**config.mk**
```make
export PLATFORM = sky130hd
export DESIGN_NAME = conv_ctrl
export DESIGN_NICKNAME = d
export VERILOG_FILES = /design/src/include/conv_pkg.sv /design/src/core/conv_ctrl.sv
export SDC_FILE = /design/constraint.sdc
export NUM_CORES = 1
export LEC_CHECK = 0
export BUFFER_PORTS_ARGS = -buffer_cell sky130_fd_sc_hd__buf_4
export CAP_MARGIN = 0
export CORE_MARGIN = 1
export CORE_UTILIZATION = 52
export DETAILED_ROUTE_END_ITERATION = 10
export GPL_TIMING_DRIVEN = 0
export PLACE_DENSITY_LB_ADDON = 0.2
export SYNTH_ARGS = -nofsm -noshare
export SYNTH_HDL_FRONTEND = slang
export SYNTH_SLANG_ARGS = --single-unit
```
**constraint.sdc**
```tcl
create_clock -name clk -period 2 [get_ports clk]
set_clock_uncertainty 0.2 [all_clocks]
set_input_delay 0.3 -clock clk [delete_from_list [all_inputs] [get_ports clk]]
set_output_delay 0.3 -clock clk [all_outputs]
set_load 0.005 [all_outputs]
```
**src/include/conv_pkg.sv**
```systemverilog
// Constants, types and register map for the converter control block
// What this block does
// - Single-ended result is unsigned 10-bit code, ground zero, top 0x3ff.
// - Unipolar differential result unsigned, gain scaled, negative difference clamps to zero.
// - Unipolar by default; bipolar only while the bipolar select bit is one.
// - Bipolar differential result is 10-bit two's complement, 0x200 to 0x1ff.
// - In bipolar mode the differential result bit nine, in high byte, gives the sign; single-ended results stay unsigned.
// - Channel selector all ones routes and enables the temperature sensor.
// - Three-bit reference code selects supply, pin, 1.1 V, reserved or 2.56 V.
// - Reference writes during a conversion apply only after it completes or is aborted by clearing enable.
// - After any reference change the next conversion takes 25 cycles.
// - Result readable in low and high result bytes once done flag is set.
// - Left adjust bit changes result presentation immediately.
// - Done flag set at completion; cleared by vector acknowledge or writing one.
package conv_pkg;
  localparam logic [7:0] OFS_SELECT = 8'h1c;
  localparam logic [7:0] OFS_CTRL_A = 8'h18;
  localparam logic [7:0] OFS_CTRL_B = 8'h0c;
  localparam logic [7:0] OFS_RES_LOW = 8'h10;
  localparam logic [7:0] OFS_RES_HIGH = 8'h14;
  localparam logic [7:0] OFS_IRQ_STATUS = 8'h20;
  localparam logic [7:0] OFS_IRQ_ENABLE = 8'h24;
  localparam logic [7:0] OFS_IRQ_CLEAR = 8'h28;
  localparam logic [7:0] SELECT_RESET = 8'h00;
  localparam int SEL_REF_HI = 7;
  localparam int SEL_REF_LO = 6;
  localparam int SEL_LEFT_ADJ = 5;
  localparam int CTRL_A_EN = 7;
  localparam int CTRL_A_START = 6;
  localparam int CTRL_A_DONE = 4;
  localparam int CTRL_B_BIPOLAR = 7;
  localparam int CTRL_B_REF_HIGH = 4;
  localparam int CTRL_B_MUX5 = 3;
  localparam logic [5:0] CHAN_TEMP = 6'h3f;
  localparam int NORMAL_CYCLES = 13;
  localparam int LONG_CYCLES = 25;
  localparam logic [9:0] CODE_MAX = 10'h3ff;
  localparam logic [9:0] CODE_ZERO = 10'h000;
  localparam logic [9:0] BIP_MIN = 10'h200;
  localparam logic [9:0] BIP_MAX = 10'h1ff;
  localparam logic [2:0] REF_SUPPLY = 3'h0;
  localparam logic [2:0] REF_PIN = 3'h1;
  localparam logic [2:0] REF_INT_1V1 = 3'h2;
  localparam logic [2:0] REF_RESERVED = 3'h3;
  localparam logic [2:0] REF_2V56 = 3'h6;
  localparam logic [2:0] REF_2V56_BYP = 3'h7;
  localparam logic [1:0] RESP_OKAY = 2'h0;
  localparam logic [1:0] RESP_SLVERR = 2'h2;

  typedef enum logic [1:0] {ST_IDLE = 2'b00, ST_CONV = 2'b01, ST_DONE = 2'b11} conv_state_e;

  // Selection that drives the analog front end
  typedef struct packed {
    logic [5:0] channel_selector;
    logic [2:0] ref_code;
    logic temp_enable;
    logic bipolar_select;
  } analog_sel_s;

  // Raw answer of the analog core
  typedef struct packed {
    logic differential;
    logic negative;
    logic [10:0] magnitude;
  } raw_result_s;
endpackage

```
**src/core/conv_ctrl.sv**
```systemverilog
// Converter control, result formatting and AXI4-Lite register slave
`timescale 1ns/1ns
module conv_ctrl
  import conv_pkg::*;
(
  input wire logic clk,
  input wire logic srst,
  input wire logic [7:0] s_axi_awaddr,
  input wire logic s_axi_awvalid,
  output logic s_axi_awready,
  input wire logic [31:0] s_axi_wdata,
  input wire logic [3:0] s_axi_wstrb,
  input wire logic s_axi_wvalid,
  output logic s_axi_wready,
  output logic [1:0] s_axi_bresp,
  output logic s_axi_bvalid,
  input wire logic s_axi_bready,
  input wire logic [7:0] s_axi_araddr,
  input wire logic s_axi_arvalid,
  output logic s_axi_arready,
  output logic [31:0] s_axi_rdata,
  output logic [1:0] s_axi_rresp,
  output logic s_axi_rvalid,
  input wire logic s_axi_rready,
  input wire logic vector_ack,
  input wire raw_result_s raw_result,
  output analog_sel_s analog_sel,
  output logic sample_strobe,
  output logic irq
);

  //////////////////////////////////////////////////////////////////////////////
  // Register state
  logic [7:0] select_reg;
  logic bipolar_reg;
  logic ref_high_reg;
  logic mux5_reg;
  logic enable_reg;
  logic start_reg;
  logic done_reg;
  logic [9:0] result_reg;
  logic irq_en_reg;
  logic long_pending_reg;
  logic first_after_en_reg;
  conv_state_e state_reg;
  logic [4:0] count_reg;
  logic [4:0] count_len_reg;
  analog_sel_s active_reg;

  logic aw_held_reg;
  logic w_held_reg;
  logic [7:0] awaddr_reg;
  logic [31:0] wdata_reg;
  logic [3:0] wstrb_reg;

  logic wr_fire;
  logic wr_lane0;
  logic conv_done;
  logic [2:0] shadow_ref;
  logic [5:0] shadow_chan;
  logic ref_change;
  logic start_req;

  assign wr_fire = aw_held_reg && w_held_reg && !s_axi_bvalid;
  assign wr_lane0 = wr_fire && wstrb_reg[0];
  assign shadow_ref = {ref_high_reg, select_reg[SEL_REF_HI], select_reg[SEL_REF_LO]};
  assign shadow_chan = {mux5_reg, select_reg[4:0]};
  assign conv_done = (state_reg == ST_CONV) && (count_reg == count_len_reg);
  assign ref_change = wr_lane0 && (((awaddr_reg == OFS_SELECT)
      && (wdata_reg[7:6] != select_reg[7:6]))
      || ((awaddr_reg == OFS_CTRL_B) && (wdata_reg[CTRL_B_REF_HIGH] != ref_high_reg)));
  // Start counts when written together with enable, also from the disabled state
  assign start_req = wr_lane0 && (awaddr_reg == OFS_CTRL_A) && wdata_reg[CTRL_A_EN]
      && wdata_reg[CTRL_A_START];

  function automatic logic is_addr(input logic [7:0] a, input logic [7:0] ofs);
    is_addr = (a == ofs);
  endfunction

  // Formats the raw conversion into the 10-bit code
  function automatic logic [9:0] format_result(input raw_result_s r, input logic bip);
    logic [10:0] m;
    m = r.magnitude;
    if (!r.differential || !bip)
    begin
      if (r.differential && r.negative)
        format_result = CODE_ZERO;
      else if (m > {1'b0, CODE_MAX})
        format_result = CODE_MAX;
      else
        format_result = m[9:0];
    end
    else if (r.negative)
    begin
      if (m >= 11'd512)
        format_result = BIP_MIN;
      else
        format_result = 10'(~{1'b0, m[8:0]} + 10'd1);
    end
    else if (m > 11'd511)
      format_result = BIP_MAX;
    else
      format_result = {1'b0, m[8:0]};
  endfunction

  //////////////////////////////////////////////////////////////////////////////
  // AXI4-Lite write path
  always_ff @(posedge clk)
  begin
    if (srst)
    begin
      aw_held_reg <= 1'b0;
      awaddr_reg <= 8'h00;
    end
    else if (s_axi_awvalid && s_axi_awready)
    begin
      aw_held_reg <= 1'b1;
      awaddr_reg <= {s_axi_awaddr[7:2], 2'b00};
    end
    else if (wr_fire)
      aw_held_reg <= 1'b0;
  end

  always_ff @(posedge clk)
  begin
    if (srst)
    begin
      w_held_reg <= 1'b0;
      wdata_reg <= 32'h0000_0000;
      wstrb_reg <= 4'h0;
    end
    else if (s_axi_wvalid && s_axi_wready)
    begin
      w_held_reg <= 1'b1;
      wdata_reg <= s_axi_wdata;
      wstrb_reg <= s_axi_wstrb;
    end
    else if (wr_fire)
      w_held_reg <= 1'b0;
  end

  always_ff @(posedge clk)
  begin
    if (srst)
    begin
      s_axi_awready <= 1'b0;
      s_axi_wready <= 1'b0;
      s_axi_bvalid <= 1'b0;
      s_axi_bresp <= RESP_OKAY;
    end
    else
    begin
      s_axi_awready <= !aw_held_reg && !(s_axi_awvalid && s_axi_awready) && !s_axi_bvalid;
      s_axi_wready <= !w_held_reg && !(s_axi_wvalid && s_axi_wready) && !s_axi_bvalid;
      if (wr_fire)
      begin
        s_axi_bvalid <= 1'b1;
        case (awaddr_reg)
          OFS_SELECT, OFS_CTRL_A, OFS_CTRL_B, OFS_IRQ_ENABLE, OFS_IRQ_CLEAR:
            s_axi_bresp <= RESP_OKAY;
          default:
            s_axi_bresp <= RESP_SLVERR;
        endcase
      end
      else if (s_axi_bready)
        s_axi_bvalid <= 1'b0;
    end
  end

  //////////////////////////////////////////////////////////////////////////////
  // Software registers (shadow selection)
  always_ff @(posedge clk)
  begin
    if (srst)
    begin
      select_reg <= SELECT_RESET;
      bipolar_reg <= 1'b0;
      ref_high_reg <= 1'b0;
      mux5_reg <= 1'b0;
      enable_reg <= 1'b0;
      irq_en_reg <= 1'b0;
    end
    else if (wr_lane0)
    begin
      if (is_addr(awaddr_reg, OFS_SELECT))
        select_reg <= wdata_reg[7:0];
      if (is_addr(awaddr_reg, OFS_CTRL_B))
      begin
        bipolar_reg <= wdata_reg[CTRL_B_BIPOLAR];
        ref_high_reg <= wdata_reg[CTRL_B_REF_HIGH];
        mux5_reg <= wdata_reg[CTRL_B_MUX5];
      end
      if (is_addr(awaddr_reg, OFS_CTRL_A))
        enable_reg <= wdata_reg[CTRL_A_EN];
      if (is_addr(awaddr_reg, OFS_IRQ_ENABLE))
        irq_en_reg <= wdata_reg[0];
    end
  end

  //////////////////////////////////////////////////////////////////////////////
  // Conversion sequencer
  always_ff @(posedge clk)
  begin
    if (srst)
    begin
      state_reg <= ST_IDLE;
      count_reg <= 5'd0;
      count_len_reg <= 5'(NORMAL_CYCLES);
      start_reg <= 1'b0;
      sample_strobe <= 1'b0;
    end
    else
    begin
      sample_strobe <= 1'b0;
      case (state_reg)
        ST_IDLE:
        begin
          if (start_req)
          begin
            state_reg <= ST_CONV;
            start_reg <= 1'b1;
            count_reg <= 5'd1;
            count_len_reg <= (long_pending_reg || first_after_en_reg || ref_change)
                ? 5'(LONG_CYCLES) : 5'(NORMAL_CYCLES);
          end
        end
        ST_CONV:
        begin
          if (!enable_reg)
          begin
            state_reg <= ST_IDLE;
            start_reg <= 1'b0;
          end
          else if (conv_done)
          begin
            state_reg <= ST_DONE;
            sample_strobe <= 1'b1;
          end
          else
            count_reg <= count_reg + 5'd1;
        end
        ST_DONE:
        begin
          state_reg <= ST_IDLE;
          start_reg <= 1'b0;
        end
        default:
          state_reg <= ST_IDLE;
      endcase
    end
  end

  // Long conversion is owed after enable or after any reference change
  always_ff @(posedge clk)
  begin
    if (srst)
    begin
      long_pending_reg <= 1'b0;
      first_after_en_reg <= 1'b1;
    end
    else
    begin
      if (ref_change)
        long_pending_reg <= 1'b1;
      else if (state_reg == ST_CONV && count_reg == 5'd1)
        long_pending_reg <= 1'b0;
      if (!enable_reg)
        first_after_en_reg <= 1'b1;
      else if (state_reg == ST_CONV)
        first_after_en_reg <= 1'b0;
    end
  end

  // Active selection follows the shadow except while a conversion holds it
  always_ff @(posedge clk)
  begin
    if (srst)
      active_reg <= '0;
    else if (state_reg != ST_CONV || conv_done)
    begin
      active_reg.channel_selector <= shadow_chan;
      active_reg.ref_code <= shadow_ref;
      active_reg.temp_enable <= (shadow_chan == CHAN_TEMP);
      active_reg.bipolar_select <= bipolar_reg;
    end
  end
  assign analog_sel = active_reg;

  //////////////////////////////////////////////////////////////////////////////
  // Result capture and completion flag
  always_ff @(posedge clk)
  begin
    if (srst)
      result_reg <= CODE_ZERO;
    else if (conv_done && enable_reg)
      result_reg <= format_result(raw_result, active_reg.bipolar_select);
  end

  always_ff @(posedge clk)
  begin
    if (srst)
      done_reg <= 1'b0;
    else if (conv_done && enable_reg)
      done_reg <= 1'b1;
    else if (vector_ack || (wr_lane0 && ((is_addr(awaddr_reg, OFS_CTRL_A)
        && wdata_reg[CTRL_A_DONE]) || (is_addr(awaddr_reg, OFS_IRQ_CLEAR) && wdata_reg[0]))))
      done_reg <= 1'b0;
  end

  always_ff @(posedge clk)
  begin
    if (srst)
      irq <= 1'b0;
    else
      irq <= done_reg && irq_en_reg;
  end

  //////////////////////////////////////////////////////////////////////////////
  // AXI4-Lite read path
  logic [15:0] presented;
  assign presented = select_reg[SEL_LEFT_ADJ] ? {result_reg, 6'h00} : {6'h00, result_reg};

  always_ff @(posedge clk)
  begin
    if (srst)
    begin
      s_axi_arready <= 1'b0;
      s_axi_rvalid <= 1'b0;
      s_axi_rdata <= 32'h0000_0000;
      s_axi_rresp <= RESP_OKAY;
    end
    else if (s_axi_rvalid)
    begin
      s_axi_arready <= 1'b0;
      if (s_axi_rready)
        s_axi_rvalid <= 1'b0;
    end
    else if (s_axi_arvalid && s_axi_arready)
    begin
      s_axi_arready <= 1'b0;
      s_axi_rvalid <= 1'b1;
      s_axi_rresp <= RESP_OKAY;
      case ({s_axi_araddr[7:2], 2'b00})
        OFS_SELECT: s_axi_rdata <= {24'h0, select_reg};
        OFS_CTRL_A: s_axi_rdata <= {24'h0, enable_reg, start_reg, 1'b0, done_reg, 4'h0};
        OFS_CTRL_B: s_axi_rdata <= {24'h0, bipolar_reg, 2'b00, ref_high_reg, mux5_reg, 3'h0};
        OFS_RES_LOW: s_axi_rdata <= {24'h0, presented[7:0]};
        OFS_RES_HIGH: s_axi_rdata <= {24'h0, presented[15:8]};
        OFS_IRQ_STATUS: s_axi_rdata <= {31'h0, done_reg};
        OFS_IRQ_ENABLE: s_axi_rdata <= {31'h0, irq_en_reg};
        default:
        begin
          s_axi_rdata <= 32'h0000_0000;
          s_axi_rresp <= RESP_SLVERR;
        end
      endcase
    end
    else
      s_axi_arready <= 1'b1;
  end

  //////////////////////////////////////////////////////////////////////////////
  // Checks
  a_long_after_ref: assert property (@(posedge clk) disable iff (srst)
      state_reg == ST_IDLE && long_pending_reg ##1 state_reg == ST_CONV
      |-> count_len_reg == 5'(LONG_CYCLES)) else $error("ref change not long");
  a_sel_locked: assert property (@(posedge clk) disable iff (srst)
      state_reg == ST_CONV && !conv_done |=> $stable(active_reg.ref_code))
      else $error("reference changed mid conversion");
  a_temp_enable: assert property (@(posedge clk) disable iff (srst)
      active_reg.temp_enable == (active_reg.channel_selector == CHAN_TEMP))
      else $error("temperature enable mismatch");
  a_done_sets: assert property (@(posedge clk) disable iff (srst)
      conv_done && enable_reg |=> done_reg && state_reg == ST_DONE)
      else $error("done flag not set");
  a_irq_follows: assert property (@(posedge clk) disable iff (srst)
      done_reg && irq_en_reg |=> irq) else $error("interrupt missing");
  a_bip_default: assert property (@(posedge clk) srst |=> !bipolar_reg)
      else $error("bipolar after reset");
  a_clamp_zero: assert property (@(posedge clk) disable iff (srst)
      conv_done && enable_reg && raw_result.differential && raw_result.negative
      && !active_reg.bipolar_select |=> result_reg == CODE_ZERO)
      else $error("unipolar not clamped");
  a_sign_bit: assert property (@(posedge clk) disable iff (srst)
      conv_done && enable_reg && raw_result.differential && active_reg.bipolar_select
      && raw_result.magnitude != 11'd0 |=> result_reg[9] == $past(raw_result.negative))
      else $error("sign bit wrong");
  a_normal_len: assert property (@(posedge clk) disable iff (srst)
      state_reg == ST_CONV |-> count_len_reg inside {5'(NORMAL_CYCLES), 5'(LONG_CYCLES)})
      else $error("bad conversion length");
endmodule

```
# Yosys cells after proc, flatten, opt, wreduce, memory -nomap -nowiden
# Index checks and enable logic that the tools add are counted.
word_totals:
  register_bits: 110
  word_cells: 163
  out_inout_bits: 54
  inputBits: 73
classes:
  n_eq_ne: 25
  bitwise: 4
  addsub: 2
  reduce_logical: 60
  n_mux: 36
  magnitude_cmp: 3
ops:
  columns: ["operator", "count"]
  rows:
  - ["$pmux W8 S7", 1]
  - ["$mux W10", 5]
  - ["$eq A6 B3 Y1 const B", 6]
  - ["$eq A6 B4 Y1 const B", 4]
  - ["$logic_and A1 B1 Y1", 24]
  - ["$mux W5", 4]
  - ["$mux W1", 16]
  - ["$mux W16", 1]
  - ["$reduce_and A2 Y1", 7]
  - ["$eq A6 B2 Y1 const B", 2]
  - ["$reduce_bool A2 Y1", 6]
  - ["$ge A11 B10 Y1 const B", 1]
  - ["$gt A11 B10 Y1 const B", 1]
  - ["$gt A11 B9 Y1 const B", 1]
  - ["$add A10 B1 Y10 const B", 1]
  - ["$mux W2", 5]
  - ["$not A9 Y10", 1]
  - ["$pmux W5 S2", 1]
  - ["$mux W9", 1]
  - ["$ne A2 B2 Y1 const B", 4]
  - ["$logic_not A1 Y1", 7]
  - ["$logic_or A1 B1 Y1", 7]
  - ["$reduce_or A7 Y1", 1]
  - ["$eq A6 B6 Y1 const B", 1]
  - ["19 further kinds", 22]

# Logic depth before layout (Yosys ltp)
# Gate-level depths: netlist of the first run.
depth:
  ltp_word: 8
  mapped_depth: 7
  mapped_depth_nobuf: 6

# Worst setup path before layout of the first run
# OpenSTA, ideal clock, no wires.
synth_path:
  kind: "reg-to-reg"
  from: "reg count_reg[1]"
  to: "reg active_reg (netlist bit analog_sel[10])"
  setup_slack_ns: 0.214
  period_less_slack_ns: 1.786
  stages_incl_launch_ff: 8
  setup_time_ns: 0.128
  arrival_ns: 1.458
  cell_sequence: "dfxtp_1 inv_1 ha_1 and2_1 a31oi_1 buf_4 mux2i_1 nor2_1"
synth_between:
  elab_chain_cells: 3
synth_lines:
  columns: ["element", "line_no", "source"]
  rows:
  - ["start: declaration", "conv_ctrl.sv:46", "logic [4:0] count_reg;"]
  - ["start signal: assignment", "conv_ctrl.sv:240", "count_reg <= count_reg + 5'd1;"]
  - ["$eq A5 B5 Y1", "conv_ctrl.sv:68", "assign conv_done = (state_reg == ST_CONV) && (count_reg == count_len_reg);"]
  - ["$logic_and A1 B1 Y1", "conv_ctrl.sv:68", null]
  - ["$logic_or A1 B1 Y1", "conv_ctrl.sv:279", "else if (state_reg != ST_CONV || conv_done)"]
  - ["end: declaration", "conv_ctrl.sv:48", "analog_sel_s active_reg;"]
# Every way passes these cells.
# A chain may end at the register's enable or synchronous reset.

# Worst setup path after layout of the first run
layout_path:
  from: "reg wstrb_reg[0]"
  to: "reg count_len_reg[4]"
layout_between:
  elab_chain_cells: 5
layout_lines:
  columns: ["element", "line_no", "source"]
  rows:
  - ["start: declaration", "conv_ctrl.sv:54", "logic [3:0] wstrb_reg;"]
  - ["start signal: assignment", "conv_ctrl.sv:136", "wstrb_reg <= s_axi_wstrb;"]
  - ["$logic_and A1 B1 Y1 *", "conv_ctrl.sv:65", "assign wr_lane0 = wr_fire && wstrb_reg[0];"]
  - ["$logic_and A1 B1 Y1 (2 in series)", "conv_ctrl.sv:73", "assign start_req = wr_lane0 && (awaddr_reg == OFS_CTRL_A) && wdata_reg[CTRL_A_EN]"]
  - ["$logic_and A1 B1 Y1", "conv_ctrl.sv:74", "&& wdata_reg[CTRL_A_START];"]
  - ["$reduce_and A2 Y1 (no line)", null, null]
  - ["end signal: assignment", "conv_ctrl.sv:208", "count_len_reg <= 5'(NORMAL_CYCLES);"]
  - ["end signal: assignment", "conv_ctrl.sv:223", "count_len_reg <= (long_pending_reg || first_after_en_reg || ref_change)"]
  - ["end: declaration", "conv_ctrl.sv:47", "logic [4:0] count_len_reg;"]
# Mark *: on every way between the ends. The rest lies on a longest branch, timed or not.

==> flow_metrics.tcl, run 1 <==
set metrics [dict create \
    status "finished clean" \
    h-tree-depth 3 \
    final-seq-area_um2 1620 \
    p_leak_nw 2.25 \
    post_synth_num_cell_types 70 \
    largest_register_ffs 11 \
    netlist_area_um2 4280 \
    fin_crit_sh 0.973 \
    vias_per_cell 5.84 \
    initial_utilization 0.545 \
    async_flop_share 0 \
    synth_enable_flop_cells 0 \
    power_mw 3.45 \
    dp_hpwl_um 8450 \
    place_inst 702 \
    max-vdd-ir-drop_uv 458 \
    routed_wl_um 12200 \
    critPathKind "reg2reg" \
    cts_tree "done" \
    place_area_um2 4990 \
    period_needed_ns 1.95 \
    fin_hold_ws_ns 0.00275 \
    final_nets 710 \
    worstMarginPinSlew_ns 0.632 \
    row_count 32 \
    final_cells 740 \
    cts_sinks 81 \
    dieArea_um2 8590 \
    yosysSeqAreaShare 0.379 \
    clk_pin_slew_ns 0.09 \
    postLayoutCellArea_um2 5470 \
    finalMaxSlewViolations 0 \
    final_common_cell "buf_4" \
    grt_pass1_wl_um 19300 \
    drt_first_iter_violations 246 \
    core_um2 7850 \
    cp-start-kind "register" \
    hp-class "in2reg" \
    die_h_um 92.7 \
    drc 0 \
    root_buffer "clkbuf_8" \
    die_w_um 92.7 \
    post_drt_wl_per_cell_um 16.5 \
    grt-ovfl-total 0 \
    diodes 0 \
    required_ns 2.05 \
    postRouteAntennaNets 0 \
    cp_max_fo 5 \
    num_io_pins 127 \
    setup_viol_count_final 0 \
    grt_max_degree 15 \
    syn_inst 509 \
    hold_viol 0 \
    multi_input_area_um2 2420 \
    setup-tns-final_ns 0 \
    synthFlopType "dfxtp_1" \
    port_buffers 66 \
    gp_congestion 0.933 \
    maxSlewHeadroom 0.573 \
    syn_area_per_cell_um2 8.40 \
    vias 4318 \
    finalWorstSetupSlack_ns 0.0543 \
    cts_max_path_buffers 2 \
    ys_seq_elements 81 \
    end_kind "register" \
    antenna_found_initial 0 \
    fmax_ghz 0.514 \
    power.density_nw_per_um2 632 \
    grt_pass1_vias 4004 \
    fin_util 0.696 \
    numCtsBuffers 9 \
    yosysWarningCount 0 \
    drive_gt1_frac 0.232 \
    fillers 660 \
    grt_util_all_layers 0.284 \
    clk_latency_ns 0.36 \
    dpl_worst_slack_ns -0.250 \
    cap_violations 0 \
    arrival_ns 2.00 \
    final_cell_mix "buf_4 (102), dfxtp_1 (80), nor2_1 (49), nand2_1 (46), a21oi_1 (41)" \
    dr.pass1.iters 4 \
    area_delta_synth_final_pct 27.8 \
]
==> synthesized netlist by cell type (2+ instances only) <==
| cell | number | area (um^2) |
|---|---|---|
| a31o_2 | 2 | 17.5 |
| nand2b_1 | 7 | 43.8 |
| a221oi_1 | 3 | 26.3 |
| mux2_2 | 2 | 22.5 |
| nand2_1 | 46 | 173 |
| o21a_1 | 2 | 15.0 |
| nand4_1 | 7 | 43.8 |
| inv_1 | 15 | 56.3 |
| o21ai_0 | 19 | 95.1 |
| o31ai_1 | 5 | 37.5 |
| nor2_1 | 49 | 184 |
| xor2_1 | 3 | 26.3 |
| a221o_1 | 2 | 20.0 |
| mux2i_1 | 28 | 280 |
| o41ai_1 | 2 | 17.5 |
| buf_4 | 28 | 210 |
| a32o_1 | 3 | 30.0 |
| and2_1 | 6 | 37.5 |
| o21ai_1 | 6 | 30.0 |
| buf_1 | 4 | 15.0 |
| a31oi_1 | 6 | 37.5 |
| and3b_1 | 3 | 26.3 |
| and3_1 | 9 | 56.3 |
| nand3_1 | 16 | 80.1 |
| o22ai_1 | 2 | 12.5 |
| a21oi_1 | 41 | 205 |
| buf_2 | 7 | 35.0 |
| nand3b_1 | 3 | 22.5 |
| nor4_1 | 6 | 37.5 |
| o211ai_1 | 4 | 30.0 |
| ha_1 | 4 | 50.1 |
| a211oi_1 | 4 | 30.0 |
| or3_1 | 7 | 43.8 |
| nand4b_1 | 2 | 17.5 |
| or4b_1 | 2 | 20.0 |
| a311oi_1 | 10 | 87.6 |
| nor2b_1 | 2 | 12.5 |
| clkbuf_1 | 14 | 52.6 |
| nor4_4 | 2 | 42.5 |
| xnor2_1 | 4 | 35.0 |
| nor3_1 | 9 | 45.0 |
| nor3b_1 | 2 | 15.0 |
| dfxtp_1 | 81 | 1620 |
| or3b_1 | 4 | 35.0 |
==> final cells by class <==
class                           instances  area share
Buffer                                 53      0.0593
Clock buffer                           10      0.0252
Sequential cell                        81       0.297
Tap cell                              102      0.0234
Multi-Input combinational cell        384       0.442
Timing Repair Buffer                   88       0.125
Inverter                               16      0.0110
Clock inverter                          6      0.0167
==> cells by family (layout without fill, tap and decap cells) <==
kind of cell               after synthesis  count (layout)  synth area share
AOI/OAI and AO/OA                      125             125             0.195
xor gates and xnor gates                 7               7            0.0143
adders and majority gates                4               4            0.0117
buffers and inverters                   69             173            0.0872
DFF                                     81              81             0.379
muxes                                   30              30            0.0708
other                                    1              26          0.000877
and+or+nand+nor                        192             192             0.241
==> per-layer routing <==
metal | track usage | vias to the layer above | share of wire
met5 | 0 | - | 0
met1 | 0.364 | 2055 | 0.43
met2 | 0.485 | 197 | 0.49
li1 | - | 2044 | -
met3 | 0.0411 | 22 | 0.065
met4 | 0.103 | 0 | 0.017
==> worst paths after layout <==
path                  startpoint          endpoint  slack [ns]  cells past startpoint
setup reg to reg    wstrb_reg[0]  count_len_reg[4]        0.05                      4
setup / recovery    wstrb_reg[0]  count_len_reg[4]        0.05                      4
hold reg to reg   s_axi_rdata[6]    s_axi_rdata[6]        0.27                      2
hold / removal      s_axi_bready      s_axi_bvalid       0.003                      3
==> worst max-delay path, cell delays in order (launching register included) <==
cell     delay [ns]
dfxtp_1        0.37
nor3b_2        0.36
nand4_1        0.31
o41a_1         0.48
o21a_1         0.12
==> power by group <==
part,total [mW],switching (mW),internal (mW)
Combinational,0.401,0.219,0.182
Clock,1.38,0.639,0.742
Sequential,1.67,0.0296,1.64
==> what timing repair did <==
item / 4_1_cts / 5_1_grt
endpoints found under the setup margin: 12 / 18
buffers inserted: 2 / 8
hold endpoints to repair: 11 / 0
gates cloned: 0 / 1
pin swaps: 1 / 6
hold buffers: 11 / 0
gates resized for setup: 3 / 9
(Power assumes the default switching activity.)
==> run 2, diff against run 1 <==
Settings changed: ABC_AREA set to 1.
==> run 2 against run 1 <==
  * Critical path depth up 4
  * Count of clock-buffer cells in the layout unchanged
  * Worst setup slack better by 0.15 ns
  * Largest cell class unchanged
  * Hold slack better by 0.0031 ns
  * Register-to-register slack better by 0.15 ns
  * Critical endpoint is now result_reg[2]
  * Total power up 1.5%
  * Sequential share of layout area up 0.86 points
  * Sequential power about the same
  * Design area down 2.8%
==> flow_metrics.tcl, run 2 <==
set metrics [dict create \
    critPathKind "reg2reg" \
    worstHoldStart "s_axi_wdata[5]" \
    vias 4164 \
    final_cell_mix "nand2_1 (112), buf_4 (94), dfxtp_1 (80), nor2_1 (76)" \
    synth_common_cells "nand2_1 (112), dfxtp_1 (81), nor2_1 (76), a21oi_1 (57), inv_1 (57)" \
    crit_family "simple AND/OR/NAND/NOR gates" \
    dieArea_um2 8670 \
    path_cells "inv_1 -> ha_1 -> nand3_1 -> nor2_2 -> nand2_2 -> buf_2 -> a21oi_1 -> a21oi_1" \
    rrSetupSlack_ns 0.20 \
    dp_hpwl_um 8010 \
    setup-tns-final_ns 0 \
    required_ns 2.03 \
    hold_end "wdata_reg[5]" \
    power.density_nw_per_um2 660 \
    die_w_um 93.1 \
    fin_crit_sh 0.900 \
    drt_first_iter_violations 233 \
    port_buffers 68 \
    period_needed_ns 1.80 \
    setup_viol_count_final 0 \
    postRouteAntennaNets 0 \
    grt_pass1_vias 3866 \
    syn_area_per_cell_um2 7.10 \
    root_buffer "clkbuf_8" \
    path_buf_inv 2 \
    routed_wl_um 10500 \
    core_um2 7890 \
    gp_congestion 0.954 \
    yosysWarningCount 0 \
    grt-ovfl-total 0 \
    end_kind "register" \
    use_met3 0.0431 \
    final-seq-area_um2 1620 \
    grt_pass1_wl_um 17300 \
    gr-usage-met2 0.431 \
    status "finished clean" \
    maxSlewHeadroom 0.526 \
    row_count 32 \
    synth_top_area_frac 0.376 \
    power_mw 3.51 \
    crit_top_cell "a21oi_1" \
    final_common_cell "nand2_1" \
    global_route.usage.met1 0.313 \
    diodes 0 \
    max_stage_delay_ns 0.34 \
    numCtsBuffers 9 \
    finalMaxSlewViolations 0 \
    clk_pin_slew_ns 0.09 \
    hp-class "in2reg" \
    fmax_ghz 0.556 \
    worstMarginPinSlew_ns 0.710 \
    grt_util_all_layers 0.250 \
    cpMaxStageDelayCell "dfxtp_1" \
    cts_sinks 81 \
    synth_top_area_cell "dfxtp_1" \
    p_leak_nw 2.46 \
    synth_most_common_cell "nand2_1" \
    cp_max_fo 10 \
    vias_per_cell 5.07 \
    r2r-end "result_reg[2]" \
    num_io_pins 127 \
    synthFlopType "dfxtp_1" \
    post_drt_wl_per_cell_um 12.8 \
    grt_max_degree 15 \
    multi_input_area_um2 2230 \
    cts_max_path_buffers 2 \
    dpl_worst_slack_ns 0.131 \
    reg2reg_depth 8 \
    async_flop_share 0 \
    final_nets 791 \
    hold_viol 0 \
    cp-start-kind "register" \
    clk_latency_ns 0.36 \
    syn_inst 608 \
    max-vdd-ir-drop_uv 360 \
    cap_violations 0 \
    synth_area_leaders "dfxtp_1 (38%), nand2_1 (9.7%), a21oi_1 (6.6%)" \
    hold_depth 3 \
    arrival_ns 1.83 \
    finalWorstSetupSlack_ns 0.201 \
    initial_utilization 0.547 \
    largest_register_ffs 11 \
    antenna_found_initial 0 \
    reg2reg_from "count_reg[1]" \
    area_delta_synth_final_pct 23.1 \
    top_usage_layer "met2" \
    post_synth_num_cell_types 47 \
    h-tree-depth 3 \
    cts_tree "done" \
    fillers 692 \
    dr.pass1.iters 5 \
    drc 0 \
    rsz0062_at_grt "false" \
    yosysSeqAreaShare 0.376 \
    die_h_um 93.1 \
    synth_enable_flop_cells 0 \
    ys_seq_elements 81 \
    netlist_area_um2 4320 \
    drive_gt1_frac 0.234 \
]
## run 2: cell types whose count changed in the layout (fill, tap and decap cells not counted), sizes merged, moves of 9 or more
cell         before  now
a21oi            41   61
a311oi           10    0
buf             116  105
dlygate4sd3      11    2
inv              15   69
mux2i            28    0
nand2            46  118
nand3            16   43
nor2             49   92
o21ai            25   50
## run 2: routing by layer
metal,routed length [um],vias to the layer above
li1,-,2128
met1,4700,1844
met2,4890,165
met3,699,27
met4,217,0
met5,0,-
## run 2: cell type report
| class | instances | share of cell area |
|---|---|---|
| inverters | 70 | 0.0495 |
| clock buffers | 10 | 0.0240 |
| repair buffers | 70 | 0.0999 |
| flip-flops and latches | 81 | 0.306 |
| multi-input cells | 439 | 0.421 |
| well taps | 102 | 0.0240 |
| clock inverters | 6 | 0.0217 |
| plain buffers | 43 | 0.0547 |
## run 2: cells by family (layout without fill, tap and decap cells)
logic type | after synthesis | in the layout | synth area share
compound gates | 130 | 130 | 0.174
xor+xnor | 7 | 7 | 0.0142
fa+ha+maj | 4 | 4 | 0.0116
buf+inv | 113 | 199 | 0.128
flops | 81 | 81 | 0.376
other cells | 1 | 26 | 0.000869
simple gates | 272 | 272 | 0.296
## run 2: power breakdown
part / internal (mW) / total, mW / switching [mW]
Sequential: 1.65 / 1.68 / 0.0259
Clock: 0.836 / 1.44 / 0.605
Combinational: 0.167 / 0.388 / 0.221
Total: 2.65 / 3.51 / 0.852
## run 2: through the flow
step                hold slack, ns  instances   util  instance area (um^2)
finish                     0.00582        821  0.673                  5310
global route                0.0330        821  0.673                  5310
CTS                        0.00655        821  0.673                  5310
detailed placement           0.247        803  0.640                  5050
global placement             0.241        803  0.640                  5050
floorplan                    0.207        633      -                  4410
## run 2: worst max path at each step
stage,slack [ns],depth (start not counted),to,start
6_report,0.20,8,result_reg[2],count_reg[1]
5_1_grt,0.04,8,result_reg[4],count_reg[1]
4_1_cts,0.18,7,result_reg[2],count_reg[0]
3_5_place_dp,0.13,13,result_reg[8],raw_result[0]
3_3_place_gp,0.16,13,result_reg[8],raw_result[0]
2_1_floorplan,0.45,7,result_reg[0],count_reg[0]
## run 2: worst register-to-register path: stages, from the launching register on
cell and delay [ns]:
dfxtp_1 0.34, inv_1 0.06, ha_1 0.16, nand3_1 0.10, nor2_2 0.20, nand2_2 0.15, buf_2 0.23, a21oi_1 0.15
a21oi_1 0.08
## run 2: repair_timing
action,CTS,global route
endpoints found under the hold margin,2,0
resized for setup,0,1
setup buffers,0,0
hold buffers,2,0
setup endpoints to repair,0,2
